==> src/pkg/dhip_pkg.sv <==
// ============================================================
// shared constants of the display host interface port
// ============================================================
package dhip_pkg;

  // ============================================================
  // widths and depths
  // ============================================================
  localparam int DATA_WIDTH = 8;   // host bus is one byte wide
  localparam int FIFO_DEPTH = 16;  // display data buffer entries

  // ============================================================
  // serial mode line positions on the host bus
  // ============================================================
  localparam int SCLK_LINE = 0;    // serial clock arrives on bus line 0
  localparam int SERIAL_IN_LINE_LINE = 1;    // serial data arrives on bus line 1

  // ============================================================
  // serial bit counter
  // ============================================================
  localparam logic [2:0] BIT_FIRST = 3'h0;  // count after reset or deselect
  localparam logic [2:0] BIT_LAST  = 3'h7;  // eighth bit closes a byte

  // ============================================================
  // reset values
  // ============================================================
  localparam logic [7:0] BYTE_RESET = 8'h00;  // cleared data registers

  // ============================================================
  // host protocol, coded as {iface_pick_hi, iface_pick_lo}
  // ============================================================
  typedef enum logic [1:0] {
    MODE_SERIAL  = 2'b00,  // lo 0, hi 0
    MODE_TWOWIRE = 2'b01,  // lo 1, hi 0
    MODE_ENABLE  = 2'b10,  // lo 0, hi 1
    MODE_SPLIT   = 2'b11   // lo 1, hi 1
  } dhip_mode_type;

  localparam dhip_mode_type MODE_RESET = MODE_SERIAL;  // mode after reset

endpackage : dhip_pkg

==> src/rtl/dhip_port.sv <==
`timescale 1ns/1ps
// ============================================================
// display host interface port, device end
// ============================================================
// Summary of operation
// - data select high: byte is display data
// - data select low: byte goes to command
// - enable mode: cycle needs enable high, select low
// - split mode: write strobe low starts write
// - split mode: read strobe low drives bus
// - chip select high: all activity ignored
// - reset pin low reinitialises all state
// - pick pins choose protocol mode
// - bus driven by device only when reading
// - serial: data line 1, clock line 0
module dhip_port (
  input  wire logic       clock_i,
  input  wire logic       reset_i,
  input  wire logic       host_reset_n_i,
  input  wire logic       chip_select_n_i,
  input  wire logic       data_command_select_i,
  input  wire logic       host_put_strobe_i,
  input  wire logic       read_strobe_i,
  input  wire logic       iface_pick_lo_i,
  input  wire logic       iface_pick_hi_i,
  input  wire logic [7:0] host_byte_lines_i,
  output logic      [7:0] host_byte_lines_o,
  output logic            host_byte_lines_oe_o,
  input  wire logic [7:0] read_byte_i,
  output logic            disp_valid_o,
  input  wire logic       disp_ready_i,
  output logic      [7:0] disp_data_o,
  output logic            cmd_valid_o,
  output logic      [7:0] cmd_byte_o,
  output logic            host_busy_o,
  output logic            data_overrun_o
);

  // ============================================================
  // internal signals
  // ============================================================
  logic                  rst;          // board reset or host reset pin
  dhip_pkg::dhip_mode_type mode;       // protocol in force
  logic                  wr_act;       // parallel write condition holds
  logic                  rd_act;       // parallel read condition holds
  logic                  wr_act_prev;  // write condition one cycle ago
  logic                  rd_act_prev;  // read condition one cycle ago
  logic                  sclk_prev;    // serial clock one cycle ago
  logic                  sclk_rise;    // qualified serial clock edge
  logic [2:0]            bit_cnt;      // serial bits taken so far
  logic [6:0]            shift;        // serial bits gathered, msb first
  logic                  wr_fire;      // one byte accepted this cycle
  logic                  wr_dc;        // its data or command steering
  logic [7:0]            wr_byte;      // the byte itself
  logic                  fifo_in_valid;  // display byte offered to buffer
  logic [7:0]            fifo_in_data;   // display byte held for buffer
  logic                  fifo_in_ready;  // buffer has room

  // the reset pin acts like the board reset, inputs are synchronous
  assign rst = reset_i || !host_reset_n_i;

  // ============================================================
  // protocol selection
  // ============================================================
  // sampled every cycle; changing the pins mid-transfer is not supported
  always_ff @(posedge clock_i) begin
    if (rst) begin
      mode <= dhip_pkg::MODE_RESET;
    end else begin
      mode <= dhip_pkg::dhip_mode_type'({iface_pick_hi_i, iface_pick_lo_i});
    end
  end

  // ============================================================
  // parallel cycle conditions
  // ============================================================
  always_comb begin
    wr_act = 1'b0;
    rd_act = 1'b0;
    case (mode)
      dhip_pkg::MODE_ENABLE: begin
        // direction line high reads, low writes; enable high opens the cycle
        wr_act = !chip_select_n_i && read_strobe_i && !host_put_strobe_i;
        rd_act = !chip_select_n_i && read_strobe_i && host_put_strobe_i;
      end
      dhip_pkg::MODE_SPLIT: begin
        wr_act = !chip_select_n_i && !host_put_strobe_i;
        rd_act = !chip_select_n_i && !read_strobe_i;
      end
      default: begin
        // serial and two-wire modes never use the strobes
        wr_act = 1'b0;
        rd_act = 1'b0;
      end
    endcase
  end

  // ============================================================
  // strobe and serial clock history
  // ============================================================
  always_ff @(posedge clock_i) begin
    if (rst) begin
      wr_act_prev <= 1'b0;
      rd_act_prev <= 1'b0;
      sclk_prev   <= 1'b0;
    end else begin
      wr_act_prev <= wr_act;
      rd_act_prev <= rd_act;
      sclk_prev   <= host_byte_lines_i[dhip_pkg::SCLK_LINE];
    end
  end

  // a serial edge only counts while the chip is selected
  assign sclk_rise = (mode == dhip_pkg::MODE_SERIAL) && !chip_select_n_i
                     && host_byte_lines_i[dhip_pkg::SCLK_LINE] && !sclk_prev;

  // ============================================================
  // serial shifter
  // ============================================================
  // deselect restarts the byte so a stray clock cannot misalign the next one
  always_ff @(posedge clock_i) begin
    if (rst || chip_select_n_i) begin
      bit_cnt <= dhip_pkg::BIT_FIRST;
      shift   <= '0;
    end else if (sclk_rise) begin
      bit_cnt <= bit_cnt + 3'h1;  // wraps to zero after the last bit
      shift   <= {shift[5:0], host_byte_lines_i[dhip_pkg::SERIAL_IN_LINE_LINE]};
    end
  end

  // ============================================================
  // byte acceptance, one cycle per transfer
  // ============================================================
  always_comb begin
    wr_fire = 1'b0;
    wr_dc   = data_command_select_i;  // steering sampled with the byte
    wr_byte = host_byte_lines_i;
    if (mode == dhip_pkg::MODE_SERIAL) begin
      // steering is taken alongside the eighth bit
      wr_fire = sclk_rise && (bit_cnt == dhip_pkg::BIT_LAST);
      wr_byte = {shift, host_byte_lines_i[dhip_pkg::SERIAL_IN_LINE_LINE]};
    end else begin
      // parallel byte is taken in the first cycle of the write strobe
      wr_fire = wr_act && !wr_act_prev;
    end
  end

  // ============================================================
  // steering to display data or command
  // ============================================================
  always_ff @(posedge clock_i) begin
    if (rst) begin
      fifo_in_valid  <= 1'b0;
      fifo_in_data   <= dhip_pkg::BYTE_RESET;
      cmd_valid_o    <= 1'b0;
      cmd_byte_o     <= dhip_pkg::BYTE_RESET;
      data_overrun_o <= 1'b0;
    end else begin
      // a byte refused by a full buffer is lost and flagged for one cycle
      data_overrun_o <= fifo_in_valid && !fifo_in_ready;
      fifo_in_valid  <= wr_fire && wr_dc;
      cmd_valid_o    <= wr_fire && !wr_dc;
      if (wr_fire && wr_dc) begin
        fifo_in_data <= wr_byte;
      end
      if (wr_fire && !wr_dc) begin
        cmd_byte_o <= wr_byte;
      end
    end
  end

  // ============================================================
  // read return, bus driven only inside a read cycle
  // ============================================================
  always_ff @(posedge clock_i) begin
    if (rst) begin
      host_byte_lines_oe_o <= 1'b0;
      host_byte_lines_o    <= dhip_pkg::BYTE_RESET;
    end else begin
      host_byte_lines_oe_o <= rd_act;
      if (rd_act && !rd_act_prev) begin
        host_byte_lines_o <= read_byte_i;  // held for the whole read
      end
    end
  end

  // ============================================================
  // back-pressure seen by the host, one cycle late
  // ============================================================
  always_ff @(posedge clock_i) begin
    if (rst) begin
      host_busy_o <= 1'b0;
    end else begin
      host_busy_o <= !fifo_in_ready;
    end
  end

  // ============================================================
  // display data buffer
  // ============================================================
  dhip_fifo #(
    .WIDTH (dhip_pkg::DATA_WIDTH),
    .DEPTH (dhip_pkg::FIFO_DEPTH)
  ) u_fifo (
    .clock_i     (clock_i),
    .reset_i     (rst),
    .in_valid_i  (fifo_in_valid),
    .in_ready_o  (fifo_in_ready),
    .in_data_i   (fifo_in_data),
    .out_valid_o (disp_valid_o),
    .out_ready_i (disp_ready_i),
    .out_data_o  (disp_data_o)
  );

  // ============================================================
  // checks
  // ============================================================
  AST_DATA_PATH: assert property (@(posedge clock_i) disable iff (rst)
    wr_fire && wr_dc |=> fifo_in_valid && fifo_in_data == $past(wr_byte))
    else $error("display byte not offered to buffer");

  AST_CMD_PATH: assert property (@(posedge clock_i) disable iff (rst)
    wr_fire && !wr_dc |=> cmd_valid_o && !fifo_in_valid && cmd_byte_o == $past(wr_byte))
    else $error("command byte not delivered");

  AST_ENABLE_START: assert property (@(posedge clock_i) disable iff (rst)
    (cmd_valid_o || fifo_in_valid) && $past(mode) == dhip_pkg::MODE_ENABLE
    |-> $past(read_strobe_i && !chip_select_n_i && !host_put_strobe_i))
    else $error("enable mode write outside enable window");

  AST_SPLIT_WRITE: assert property (@(posedge clock_i) disable iff (rst)
    mode == dhip_pkg::MODE_SPLIT && !chip_select_n_i && $fell(host_put_strobe_i)
    |-> wr_fire)
    else $error("split mode write strobe missed");

  AST_SPLIT_READ: assert property (@(posedge clock_i) disable iff (rst)
    mode == dhip_pkg::MODE_SPLIT && rd_act && !rd_act_prev
    |=> host_byte_lines_oe_o && host_byte_lines_o == $past(read_byte_i))
    else $error("split mode read not driven");

  AST_SELECT_GATE: assert property (@(posedge clock_i) disable iff (rst)
    chip_select_n_i |-> !wr_fire ##1 !host_byte_lines_oe_o && !cmd_valid_o && !fifo_in_valid)
    else $error("activity while deselected");

  AST_PIN_RESET: assert property (@(posedge clock_i) disable iff (reset_i)
    !host_reset_n_i |=> !cmd_valid_o && !host_byte_lines_oe_o && !disp_valid_o
                        && mode == dhip_pkg::MODE_RESET)
    else $error("reset pin did not reinitialise");

  AST_MODE_PICK: assert property (@(posedge clock_i) disable iff (rst)
    iface_pick_hi_i && !iface_pick_lo_i ##1 !rst |-> mode == dhip_pkg::MODE_ENABLE)
    else $error("protocol pick not applied");

  AST_DRIVE_READ_ONLY: assert property (@(posedge clock_i) disable iff (rst)
    host_byte_lines_oe_o |-> $past(rd_act) && mode != dhip_pkg::MODE_SERIAL)
    else $error("bus driven outside read");

  AST_SERIAL_BYTE: assert property (@(posedge clock_i) disable iff (rst)
    sclk_rise && bit_cnt == dhip_pkg::BIT_LAST
    |=> bit_cnt == dhip_pkg::BIT_FIRST && (cmd_valid_o || fifo_in_valid)
        && (cmd_valid_o ? cmd_byte_o : fifo_in_data)
           == $past({shift, host_byte_lines_i[dhip_pkg::SERIAL_IN_LINE_LINE]}))
    else $error("serial byte not closed on eighth bit");

endmodule : dhip_port

==> src/rtl/dhip_fifo.sv <==
`timescale 1ns/1ps
// ============================================================
// small synchronous fifo with a registered output stage
// ============================================================
module dhip_fifo #(
  parameter int WIDTH = 8,   // word width
  parameter int DEPTH = 16   // storage words, a power of two
) (
  input  wire logic             clock_i,
  input  wire logic             reset_i,
  input  wire logic             in_valid_i,
  output logic                  in_ready_o,
  input  wire logic [WIDTH-1:0] in_data_i,
  output logic                  out_valid_o,
  input  wire logic             out_ready_i,
  output logic      [WIDTH-1:0] out_data_o
);

  localparam int PW = $clog2(DEPTH);      // pointer width
  localparam int CW = $clog2(DEPTH + 1);  // occupancy width

  logic [WIDTH-1:0] mem [DEPTH];  // storage array
  logic [PW-1:0]    wr_ptr;       // next slot written
  logic [PW-1:0]    rd_ptr;       // next slot read
  logic [CW-1:0]    count;        // words held in the array
  logic             push;         // word accepted this cycle
  logic             pop;          // word moved to the output stage

  // full is honest: the array refuses a word once every slot holds one
  assign in_ready_o = (count != CW'(DEPTH));
  assign push       = in_valid_i && in_ready_o;
  // output stage reloads when empty or being drained
  assign pop        = (count != '0) && (!out_valid_o || out_ready_i);

  // ============================================================
  // storage write, no reset needed on the array
  // ============================================================
  always_ff @(posedge clock_i) begin
    if (push) begin
      mem[wr_ptr] <= in_data_i;
    end
  end

  // ============================================================
  // pointers and occupancy
  // ============================================================
  always_ff @(posedge clock_i) begin
    if (reset_i) begin
      wr_ptr <= '0;
      rd_ptr <= '0;
      count  <= '0;
    end else begin
      if (push) begin
        wr_ptr <= wr_ptr + PW'(1);
      end
      if (pop) begin
        rd_ptr <= rd_ptr + PW'(1);
      end
      count <= count + CW'(push) - CW'(pop);
    end
  end

  // ============================================================
  // registered output stage
  // ============================================================
  always_ff @(posedge clock_i) begin
    if (reset_i) begin
      out_valid_o <= 1'b0;
      out_data_o  <= '0;
    end else if (pop) begin
      out_valid_o <= 1'b1;
      out_data_o  <= mem[rd_ptr];
    end else if (out_ready_i) begin
      out_valid_o <= 1'b0;  // word taken, nothing behind it
    end
  end

endmodule : dhip_fifo

==> config.mk <==
export PLATFORM = sky130hd
export DESIGN_NAME = dhip_port
export DESIGN_NICKNAME = d
export VERILOG_FILES = /design/src/pkg/dhip_pkg.sv /design/src/rtl/dhip_port.sv /design/src/rtl/dhip_fifo.sv
export SDC_FILE = /design/constraint.sdc
export NUM_CORES = 1
export LEC_CHECK = 0
export BUFFER_PORTS_ARGS = -buffer_cell sky130_fd_sc_hd__buf_4
export CORE_UTILIZATION = 57
export CTS_CLUSTER_DIAMETER = 200
export DETAILED_ROUTE_END_ITERATION = 7
export GPL_ROUTABILITY_DRIVEN = 0
export GPL_TIMING_DRIVEN = 0
export PLACE_DENSITY = 0.76
export SLEW_MARGIN = 0
export SYNTH_ARGS = -nofsm -noshare
export SYNTH_HDL_FRONTEND = slang
export SYNTH_HIERARCHICAL = 1
export SYNTH_SLANG_ARGS = --single-unit
==> constraint.sdc <==
create_clock -name clock_i -period 3.2 [get_ports clock_i]
set_input_delay 0.64 -clock clock_i [delete_from_list [all_inputs] [get_ports clock_i]]
set_output_delay 0.64 -clock clock_i [all_outputs]
set_load 0.02 [all_outputs]
Word-level counts from Yosys, hierarchy flattened
Memories as Yosys holds them, arrays and structs flattened. A register that Yosys moved wholly into a read port is not among the register bits.
Index checks and enable logic that the tools add are counted.
{"block": "word_totals", "ramBits": 128, "memories": 1, "regBits": 57, "in_bits": 26}
{"memory": "u_fifo.mem", "words": 16, "width": 8, "read_ports": 1, "rd_clocked_by_memory_dff": 1, "wr": 1, "line": "dhip_fifo.sv:22", "text": "logic [WIDTH-1:0] mem [DEPTH];"}
{"block": "classes", "n_reduce_logical": 32, "n_eq_ne": 4, "n_mux": 8, "n_addsub": 5}
{"operator": "$logic_and A1 B1 Y1", "n": 16}
{"operator": "$logic_not A1 Y1", "n": 10}
{"operator": "$add A4 B1 Y4 const B", "n": 2}
{"operator": "$mux W8", "n": 1}
{"operator": "$add A5 B1 Y5", "n": 1}
{"operator": "$mux W1", "n": 5}
{"operator": "$ne A5 B5 Y1 const B", "n": 1}
{"operator": "$reduce_bool A5 Y1", "n": 1}
{"operator": "$sub A5 B1 Y5", "n": 1}
{"operator": "$eq A2 B2 Y1 const B", "n": 2}
{"operator": "$pmux W1 S2", "n": 2}
{"operator": "$add A3 B1 Y3 const B", "n": 1}
{"operator": "$eq A3 B3 Y1 const B", "n": 1}
{"operator": "$logic_or A1 B1 Y1", "n": 3}
{"operator": "$logic_not A2 Y1", "n": 1}
{"operator": "$reduce_bool A2 Y1", "n": 1}

Longest topological paths before layout
Gate-level depths: netlist (run 1).
{"block": "depth", "ltp_word": 7, "ltp_mapped": 15}

Hierarchy
The synthesis (run 1) kept the hierarchy.
{"module": "dhip_fifo", "seq_area_each_um2": 4284.1, "cells_per_inst": 323, "instances": 1, "area_per_inst_um2": 5995.8}
{"module": "dhip_port", "seq_area_each_um2": 860.8, "cells_per_inst": 168, "instances": 1, "area_per_inst_um2": 1727.9}

Worst setup path after synthesis (run 1)
OpenSTA, ideal clock, no wires.
{"block": "synth_path", "path_kind": "register to register", "startpoint": "register u_fifo.count[3]", "endpoint": "register u_fifo.count[4]", "required_ns": 3.073, "arrival_time_ns": 2.517, "n_path_buf": 1, "path_slack_ns": 0.556, "setup_ns": 0.127, "period_less_slack_ns": 2.644, "path_stages_with_launch": 16, "path_cell_list": "dfxtp_1 -> inv_1 -> ha_1 -> or4b_4 -> nand2_1 -> buf_6 -> inv_4 -> ha_1 -> inv_1 -> ha_1 -> inv_1 -> fa_1 -> nor2b_1 -> o21bai_1 -> a21oi_1 -> nor3b_1"}
{"block": "synth_via", "word_cells_on_any_way": 6, "classes_between": "add/sub (2); eq/ne (1); reduce/logical (3)"}
{"item": "start: declaration", "line": "dhip_fifo.sv:25", "text": "logic [CW-1:0] count;"}
{"item": "start signal: assignment", "line": "dhip_fifo.sv:59", "text": "count <= count + CW'(push) - CW'(pop);"}
{"item": "$reduce_bool A5 Y1", "line": "dhip_fifo.sv:33", "text": "assign pop = (count != '0) && (!out_valid_o || out_ready_i);"}
{"item": "$logic_and A1 B1 Y1", "line": "dhip_fifo.sv:33"}
{"item": "net u_fifo.pop", "line": "dhip_fifo.sv:27", "text": "logic pop;"}
{"item": "$sub A5 B1 Y5", "line": "dhip_fifo.sv:59"}
The timed path passes the listed nets, and every way through them passes these cells.
A chain may end at the register's enable or synchronous reset.

Worst setup path in the final report (run 1)
{"block": "layout_path", "startpoint": "register u_fifo.count[2]", "endpoint": "register u_fifo.count[4]"}
Same word-level chain as after synthesis.

==> results of run 1 <==
[routing by layer]
layer,track usage,share of wire,vias to the layer above
met2,0.3607,0.50,108
met1,0.3032,0.43,2132
met3,0.04440,0.051,21
met4,0.08623,0.014,0
met5,0,0,-
li1,-,-,1989
[power by group through the flow]
stage / Sequential, uW / Combinational (uW) / Clock, uW
2_1_floorplan: 2860 / 724 / 0
3_3_place_gp: 2820 / 1020 / 0
3_5_place_dp: 2820 / 1060 / 0
4_1_cts: 2770 / 1070 / 2090
5_1_grt: 2770 / 1190 / 2190
6_report: 2770 / 1070 / 2070
[worst register-to-register path: stages, from the launching register on]
cell and delay [ns]:
dfxtp_1 0.32, inv_1 0.08, ha_1 0.17, or4b_4 0.50, nand2_1 0.13, buf_6 0.16, inv_4 0.06, ha_1 0.26
inv_1 0.05, ha_1 0.15, inv_1 0.06, fa_1 0.41, nor2b_2 0.15, o21bai_1 0.09, a21oi_1 0.17, nor3b_1 0.06
[cells by family (layout without fill, tap and decap cells)]
kind of cell,count (synthesis),in the layout,synth area share
flops,193,193,0.6661
simple gates,122,122,0.08229
mux,82,82,0.1594
buf+inv,37,123,0.02478
compound gates,34,34,0.03353
fa+ha+maj,14,14,0.02365
xor+xnor,9,9,0.01021
[final timing paths]
| path | from | endpoint | slack [ns] | cells past startpoint |
|---|---|---|---|---|
| hold reg to reg | cmd_byte_o[7] | cmd_byte_o[7] | 0.46 | 2 |
| setup / recovery | u_fifo/count[2] | u_fifo/count[4] | 0.26 | 15 |
| setup reg to reg | u_fifo/count[2] | u_fifo/count[4] | 0.26 | 15 |
| hold / removal | iface_pick_hi_i | mode[1] | 0.41 | 2 |
[registers in the layout (all words and copies together), names as in the netlist, 2 cells and up]
signal,cells
bit_cnt,3
host_byte_lines_o,8
fifo_in_data,8
cmd_byte_o,8
mode,2
u_fifo/mem,128
u_fifo/wr_ptr,4
shift,7
u_fifo/rd_ptr,4
u_fifo/count,5
u_fifo/out_data_o,8
[area by class of cell]
| cell class | instances | area share |
|---|---|---|
| Tap cell | 176 | 0.02465 |
| Clock buffer | 17 | 0.04763 |
| Inverter | 13 | 0.005743 |
| Clock inverter | 15 | 0.01737 |
| Sequential cell | 193 | 0.5760 |
| Buffer | 24 | 0.01569 |
| Multi-Input combinational cell | 261 | 0.2675 |
| Timing Repair Buffer | 54 | 0.04538 |
[Yosys cell counts, drive strengths merged, types with 6 or more instances]
| master | instances | area (um2) |
|---|---|---|
| nand2b | 7 | 43.79 |
| edfxtp | 128 | 3844 |
| o221ai | 8 | 76.32 |
| dfxtp | 65 | 1301 |
| nor3 | 7 | 35.03 |
| clkbuf | 10 | 37.54 |
| nor2 | 35 | 155.2 |
| ha | 13 | 162.7 |
| mux2i | 42 | 420.4 |
| mux2 | 8 | 90.09 |
| nand3b | 10 | 87.58 |
| mux4 | 32 | 720.7 |
| xor2 | 6 | 52.55 |
| buf | 14 | 102.6 |
| inv | 13 | 51.30 |
| a21oi | 12 | 60.06 |
| o21ai | 7 | 35.03 |
| nand2 | 41 | 161.4 |
[metrics by stage]
stage                       util  instances  total power, uW  area, um2
final                     0.6745        753             5907       8932
after global routing      0.6745        753             6151       8932
after CTS                 0.6743        753             5928       8930
after detailed placement  0.6305        721             3882       8349
after global placement    0.6305        721             3835       8349
after floorplan                -        491             3587       7724
[what timing repair did]
item                       4_1_cts  5_1_grt
setup endpoints to repair        0        1
gates resized for setup          0        1
buffers inserted                 0        0
==> results.toml, run 1 <==
[synthesis]
yosysSeqAreaShare = 0.6661
synth_cell_types = 43
synth_warnings = 6
synth_ff_type = "edfxtp_1"
post_synth.cell_area_avg_um2 = 15.73
ys_seq_elements = 193
synth_fp_nets = 531
synthArstFlopShare = 0
synth_area_um2 = 7724
syn_inst = 491
synth_edf_count = 128

[global_route]
grt_pass1_wl_um = 23180
grt.total_usage = 0.2239
overflow = 0
grt_max_degree = 18
first_global_vias = 4279
antenna_found_initial = 0

[place]
hpwlAfterDp_um = 10030
portBuffers = 54
pre_cts_ws_ns = 0.2714

[cells_and_area]
nFillCells = 926
seqCellArea_um2 = 5145
layout_commonest_cell = "edfxtp_1"
num_antenna_cells = 0
syn2layout_area_growth_pct = 15.65
nNetsFinal = 604
multiInputGateArea_um2 = 2390
final_cell_mix = "edfxtp_1, dfxtp_1, buf_4"
drive_gt1_frac = 0.2565

[clock_network]
clkTransAtPathRegs_ns = 0.07
root_buffer = "clkbuf_16"
clock_sinks = 193
clkLatencyLatePin_ns = 0.43
numCtsBuffers = 17
h-tree-depth = 4
cts_tree = "yes"
ctsHoldBuffers = 0
clockBufferDepth = 2

[min_path]
hp-class = "in -> reg"

[drt]
routed_wl_um = 14490
vias = 4250
viasPerCell = 5.644
antenna_left = 0
drtIter0Drc = 332
drc = 0
drt-pass1-iter-count = 4
wl_per_cell_um = 19.24

[timing]
clock-skew-final_ns = 0.006829
slew_headroom = 0.06076
setup-tns-final_ns = 0
period_share = 0.9193
layout_min_cycle_time_ns = 2.942
setup_viol = 0
fmax_ghz = 0.3399
layout_setup_ws_ns = 0.2584
whs_ns = 0.4099
tightest_slew_ns = 1.398
maxSlewViolCount = 0
rsz0062_at_grt = "false"
finalHoldViolCount = 0

[job]
maxCapViolCount = 0

[pwr]
power_density_nw_per_um2 = 661.3
net-switching-power_uw = 1544
peakVddDrop_mv = 0.4106
p_int_uw = 4363
seqPwrFrac = 0.468
p_sw_frac = 0.2614
clkPwrFrac = 0.350
cellLeakagePower_uw = 0.002911
power_frac_comb = 0.182

[die]
die_h_um = 118.4
die_w_um = 118.4
initial_utilization = 0.5832
die_area_um2 = 14020
num_rows = 42
coreArea_um2 = 13240
num_io_pins = 55

[worst_setup_path]
cp-start-kind = "flip-flop"
cp_top_family = "adder cells"
path_buf_inv = 5
crit_chain = "inv_1 > ha_1 > or4b_4 > nand2_1 > buf_6 > inv_4 > ha_1 > inv_1 > ha_1 > inv_1 > fa_1 > nor2b_2 > o21bai_1 > a21oi_1 > nor3b_1"
slowest_delay_ns = 0.50
worstPathRequired_ns = 3.50
crit_slowest_cell = "or4b_4"
critPathKind = "reg -> reg"
critical_path.max_fanout = 10
critical_path_arrival_ns = 3.24
end_kind = "flip-flop"

[run_status]
outcome = "complete, no violations"
(Power assumes the default switching activity.)
==> inputs of run 2 (changes only) <==
--- a/config.mk
+++ b/config.mk
@@ -6,12 +6,12 @@
 export NUM_CORES = 1
 export LEC_CHECK = 0
 export BUFFER_PORTS_ARGS = -buffer_cell sky130_fd_sc_hd__buf_4
-export CORE_UTILIZATION = 57
+export CORE_UTILIZATION = 54
 export CTS_CLUSTER_DIAMETER = 200
 export DETAILED_ROUTE_END_ITERATION = 7
 export GPL_ROUTABILITY_DRIVEN = 0
 export GPL_TIMING_DRIVEN = 0
-export PLACE_DENSITY = 0.76
+export PLACE_DENSITY = 0.75
 export SLEW_MARGIN = 0
 export SYNTH_ARGS = -nofsm -noshare
 export SYNTH_HDL_FRONTEND = slang
==> constraint.sdc (replaced) <==
create_clock -name clock_i -period 2.7 [get_ports clock_i]
set_input_delay 0.54 -clock clock_i [delete_from_list [all_inputs] [get_ports clock_i]]
set_output_delay 0.54 -clock clock_i [all_outputs]
set_load 0.02 [all_outputs]
==> run 2 against run 1 <==
Net effect: non-clock buffer count grew 8; via count grew 1.5%; sequential cell count unchanged; sequential share of layout area shrank 0.89 points; wire length grew 7.0%; sequential power grew 17%; design area is 1.6% higher; die area up 5.5%; combinational power is 40% higher; critical path depth decreased by 1; worst setup slack worse by 0.16 ns; clock skew decreased by 0.0016 ns.
==> results.toml, run 2 (synthesis gave the netlist of run 1 again) <==
[clock_network]
clkLatencyLatePin_ns = 0.42
clock_sinks = 193
clkTransAtPathRegs_ns = 0.06
cts_tree = "yes"
root_buffer = "clkbuf_16"
clockBufferDepth = 2
h-tree-depth = 4
numCtsBuffers = 17

[worst_setup_path]
setup.worst_path.end = "u_fifo/count[4]"
critPathKind = "reg -> reg"
critPathLaunch = "u_fifo/count[3]"
r2r_cells = 14
rr_startpoint = "u_fifo/count[3]"
crit_chain = "inv_2 > ha_4 > or4b_4 > nand2_4 > inv_6 > ha_4 > inv_2 > ha_2 > inv_2 > fa_2 > nor2b_4 > o21bai_4 > a21oi_2 > nor3b_2"
cp-start-kind = "flip-flop"
end_kind = "flip-flop"
critical_path_arrival_ns = 2.89
worstReg2RegEnd = "u_fifo/count[4]"
critical_path.max_fanout = 4
critPathMostFrequentCell = "inv_2"
reg2reg_slack_ns = 0.10
crit_slowest_cell = "or4b_4"
slowest_delay_ns = 0.48
worstPathRequired_ns = 2.99

[global_route]
first_global_vias = 4521
overflow = 0
antenna_found_initial = 0
grt_pass1_wl_um = 24590
grt_max_degree = 18
grt.total_usage = 0.2320

[cells_and_area]
nNetsFinal = 612
drive_gt1_frac = 0.2962
stdcell_count = 764
regMostFlops = "u_fifo/mem"
syn2layout_area_growth_pct = 17.51
layout_commonest_cell = "edfxtp_1"
final_cell_mix = "edfxtp_1, buf_4, dfxtp_1"
num_antenna_cells = 0
largest_reg_flops = 128

[die]
initial_utilization = 0.5543
num_io_pins = 55
num_rows = 43
die_h_um = 121.6
coreArea_um2 = 13930
die_w_um = 121.6
die_area_um2 = 14790

[drt]
wl_per_cell_um = 20.28
wl_met2_um = 7659
drtIter0Drc = 274
drc = 0
drt-pass1-iter-count = 4
routed.top_layer = "met4"
drt-met1-wl_um = 6652
antenna_left = 0
vias = 4312
met3_length_um = 824
viasPerCell = 5.644
routed_wl_um = 15500

[timing]
fmax_ghz = 0.3850
finalHoldViolCount = 0
layout_setup_ws_ns = 0.1029
whs_ns = 0.3172
tightest_slew_ns = 1.255
setup_viol = 0
rsz0062_at_grt = "false"
slew_headroom = 0.1567
layout_min_cycle_time_ns = 2.597
maxSlewViolCount = 0
clock-skew-final_ns = 0.005266
period_share = 0.9619

[place]
pre_cts_ws_ns = -0.2084
hpwlAfterDp_um = 10480
dp_cells = 725
portBuffers = 54

[min_path]
hp-class = "in -> reg"

[pwr]
cellLeakagePower_uw = 0.003013
power_density_nw_per_um2 = 789.1
peakVddDrop_mv = 0.5334

[run_status]
outcome = "complete, no violations"

[job]
maxCapViolCount = 0
run 2: cell count changes in the layout (fill, tap and decap cells not counted), moves of 3 or more:
cell   change
inv_2      +4
ha_1       -3
buf_4     +10
inv_1      -4
inv_6      -5
run 2: area by class of cell:
class	instances	area (um2)
plain buffers	22	125.1
clock inverters	13	145.1
repair buffers	64	480.5
multi-input cells	261	2470
clock buffers	18	429.2
fillers	955	4858
well taps	180	225.2
inverters	13	53.80
flip-flops and latches	193	5147
run 2: timing repair:
| item | in CTS | in global routing |
|---|---|---|
| pin swaps | 5 | 6 |
| buffers inserted | 7 | 3 |
| hold buffers | 0 | 0 |
| setup endpoints to repair | 26 | 17 |
| resized for setup | 14 | 11 |
run 2: worst min-delay path by stage:
| stage | depth (start not counted) | end | startpoint | slack [ns] |
|---|---|---|---|---|
| 2_1_floorplan | 2 | shift[1] | shift[0] | 0.44 |
| 3_3_place_gp | 2 | shift[3] | shift[2] | 0.45 |
| 3_5_place_dp | 2 | cmd_byte_o[6] | cmd_byte_o[6] | 0.45 |
| 4_1_cts | 2 | mode[0] | iface_pick_lo_i | 0.30 |
| 5_1_grt | 2 | mode[0] | iface_pick_lo_i | 0.31 |
| 6_report | 2 | mode[0] | iface_pick_lo_i | 0.32 |
run 2: power breakdown:
part	internal (uW)	total, uW	switching, uW
Sequential	3180	3230	51.3
Clock	1430	2430	998
Combinational	753	1500	748
run 2: stage by stage:
step,power (uW),instance area [um2],util,setup TNS (ns)
2_1_floorplan,4252,7724,-,0
4_1_cts,7040,9025,0.6477,0
3_3_place_gp,4548,8354,0.5995,-1.894
5_1_grt,7483,9076,0.6513,0
3_5_place_dp,4607,8354,0.5995,-3.687
6_report,7162,9076,0.6513,0
run 2: routing by layer:
| layer | vias up | GRT usage |
|---|---|---|
| met4 | 0 | 0.09028 |
| met3 | 30 | 0.06461 |
| met2 | 115 | 0.3825 |
| met5 | - | 0 |
| li1 | 1999 | - |
| met1 | 2168 | 0.2914 |
run 2: worst max-delay path, delay by kind of cell, from the launching register on:
kind / cells / cell delay, ns
buffers and inverters: 4 / 0.20
AOI/OAI and AO/OA: 2 / 0.25
and+or+nand+nor: 4 / 0.82
DFF: 1 / 0.32
adders and majority gates: 4 / 0.87
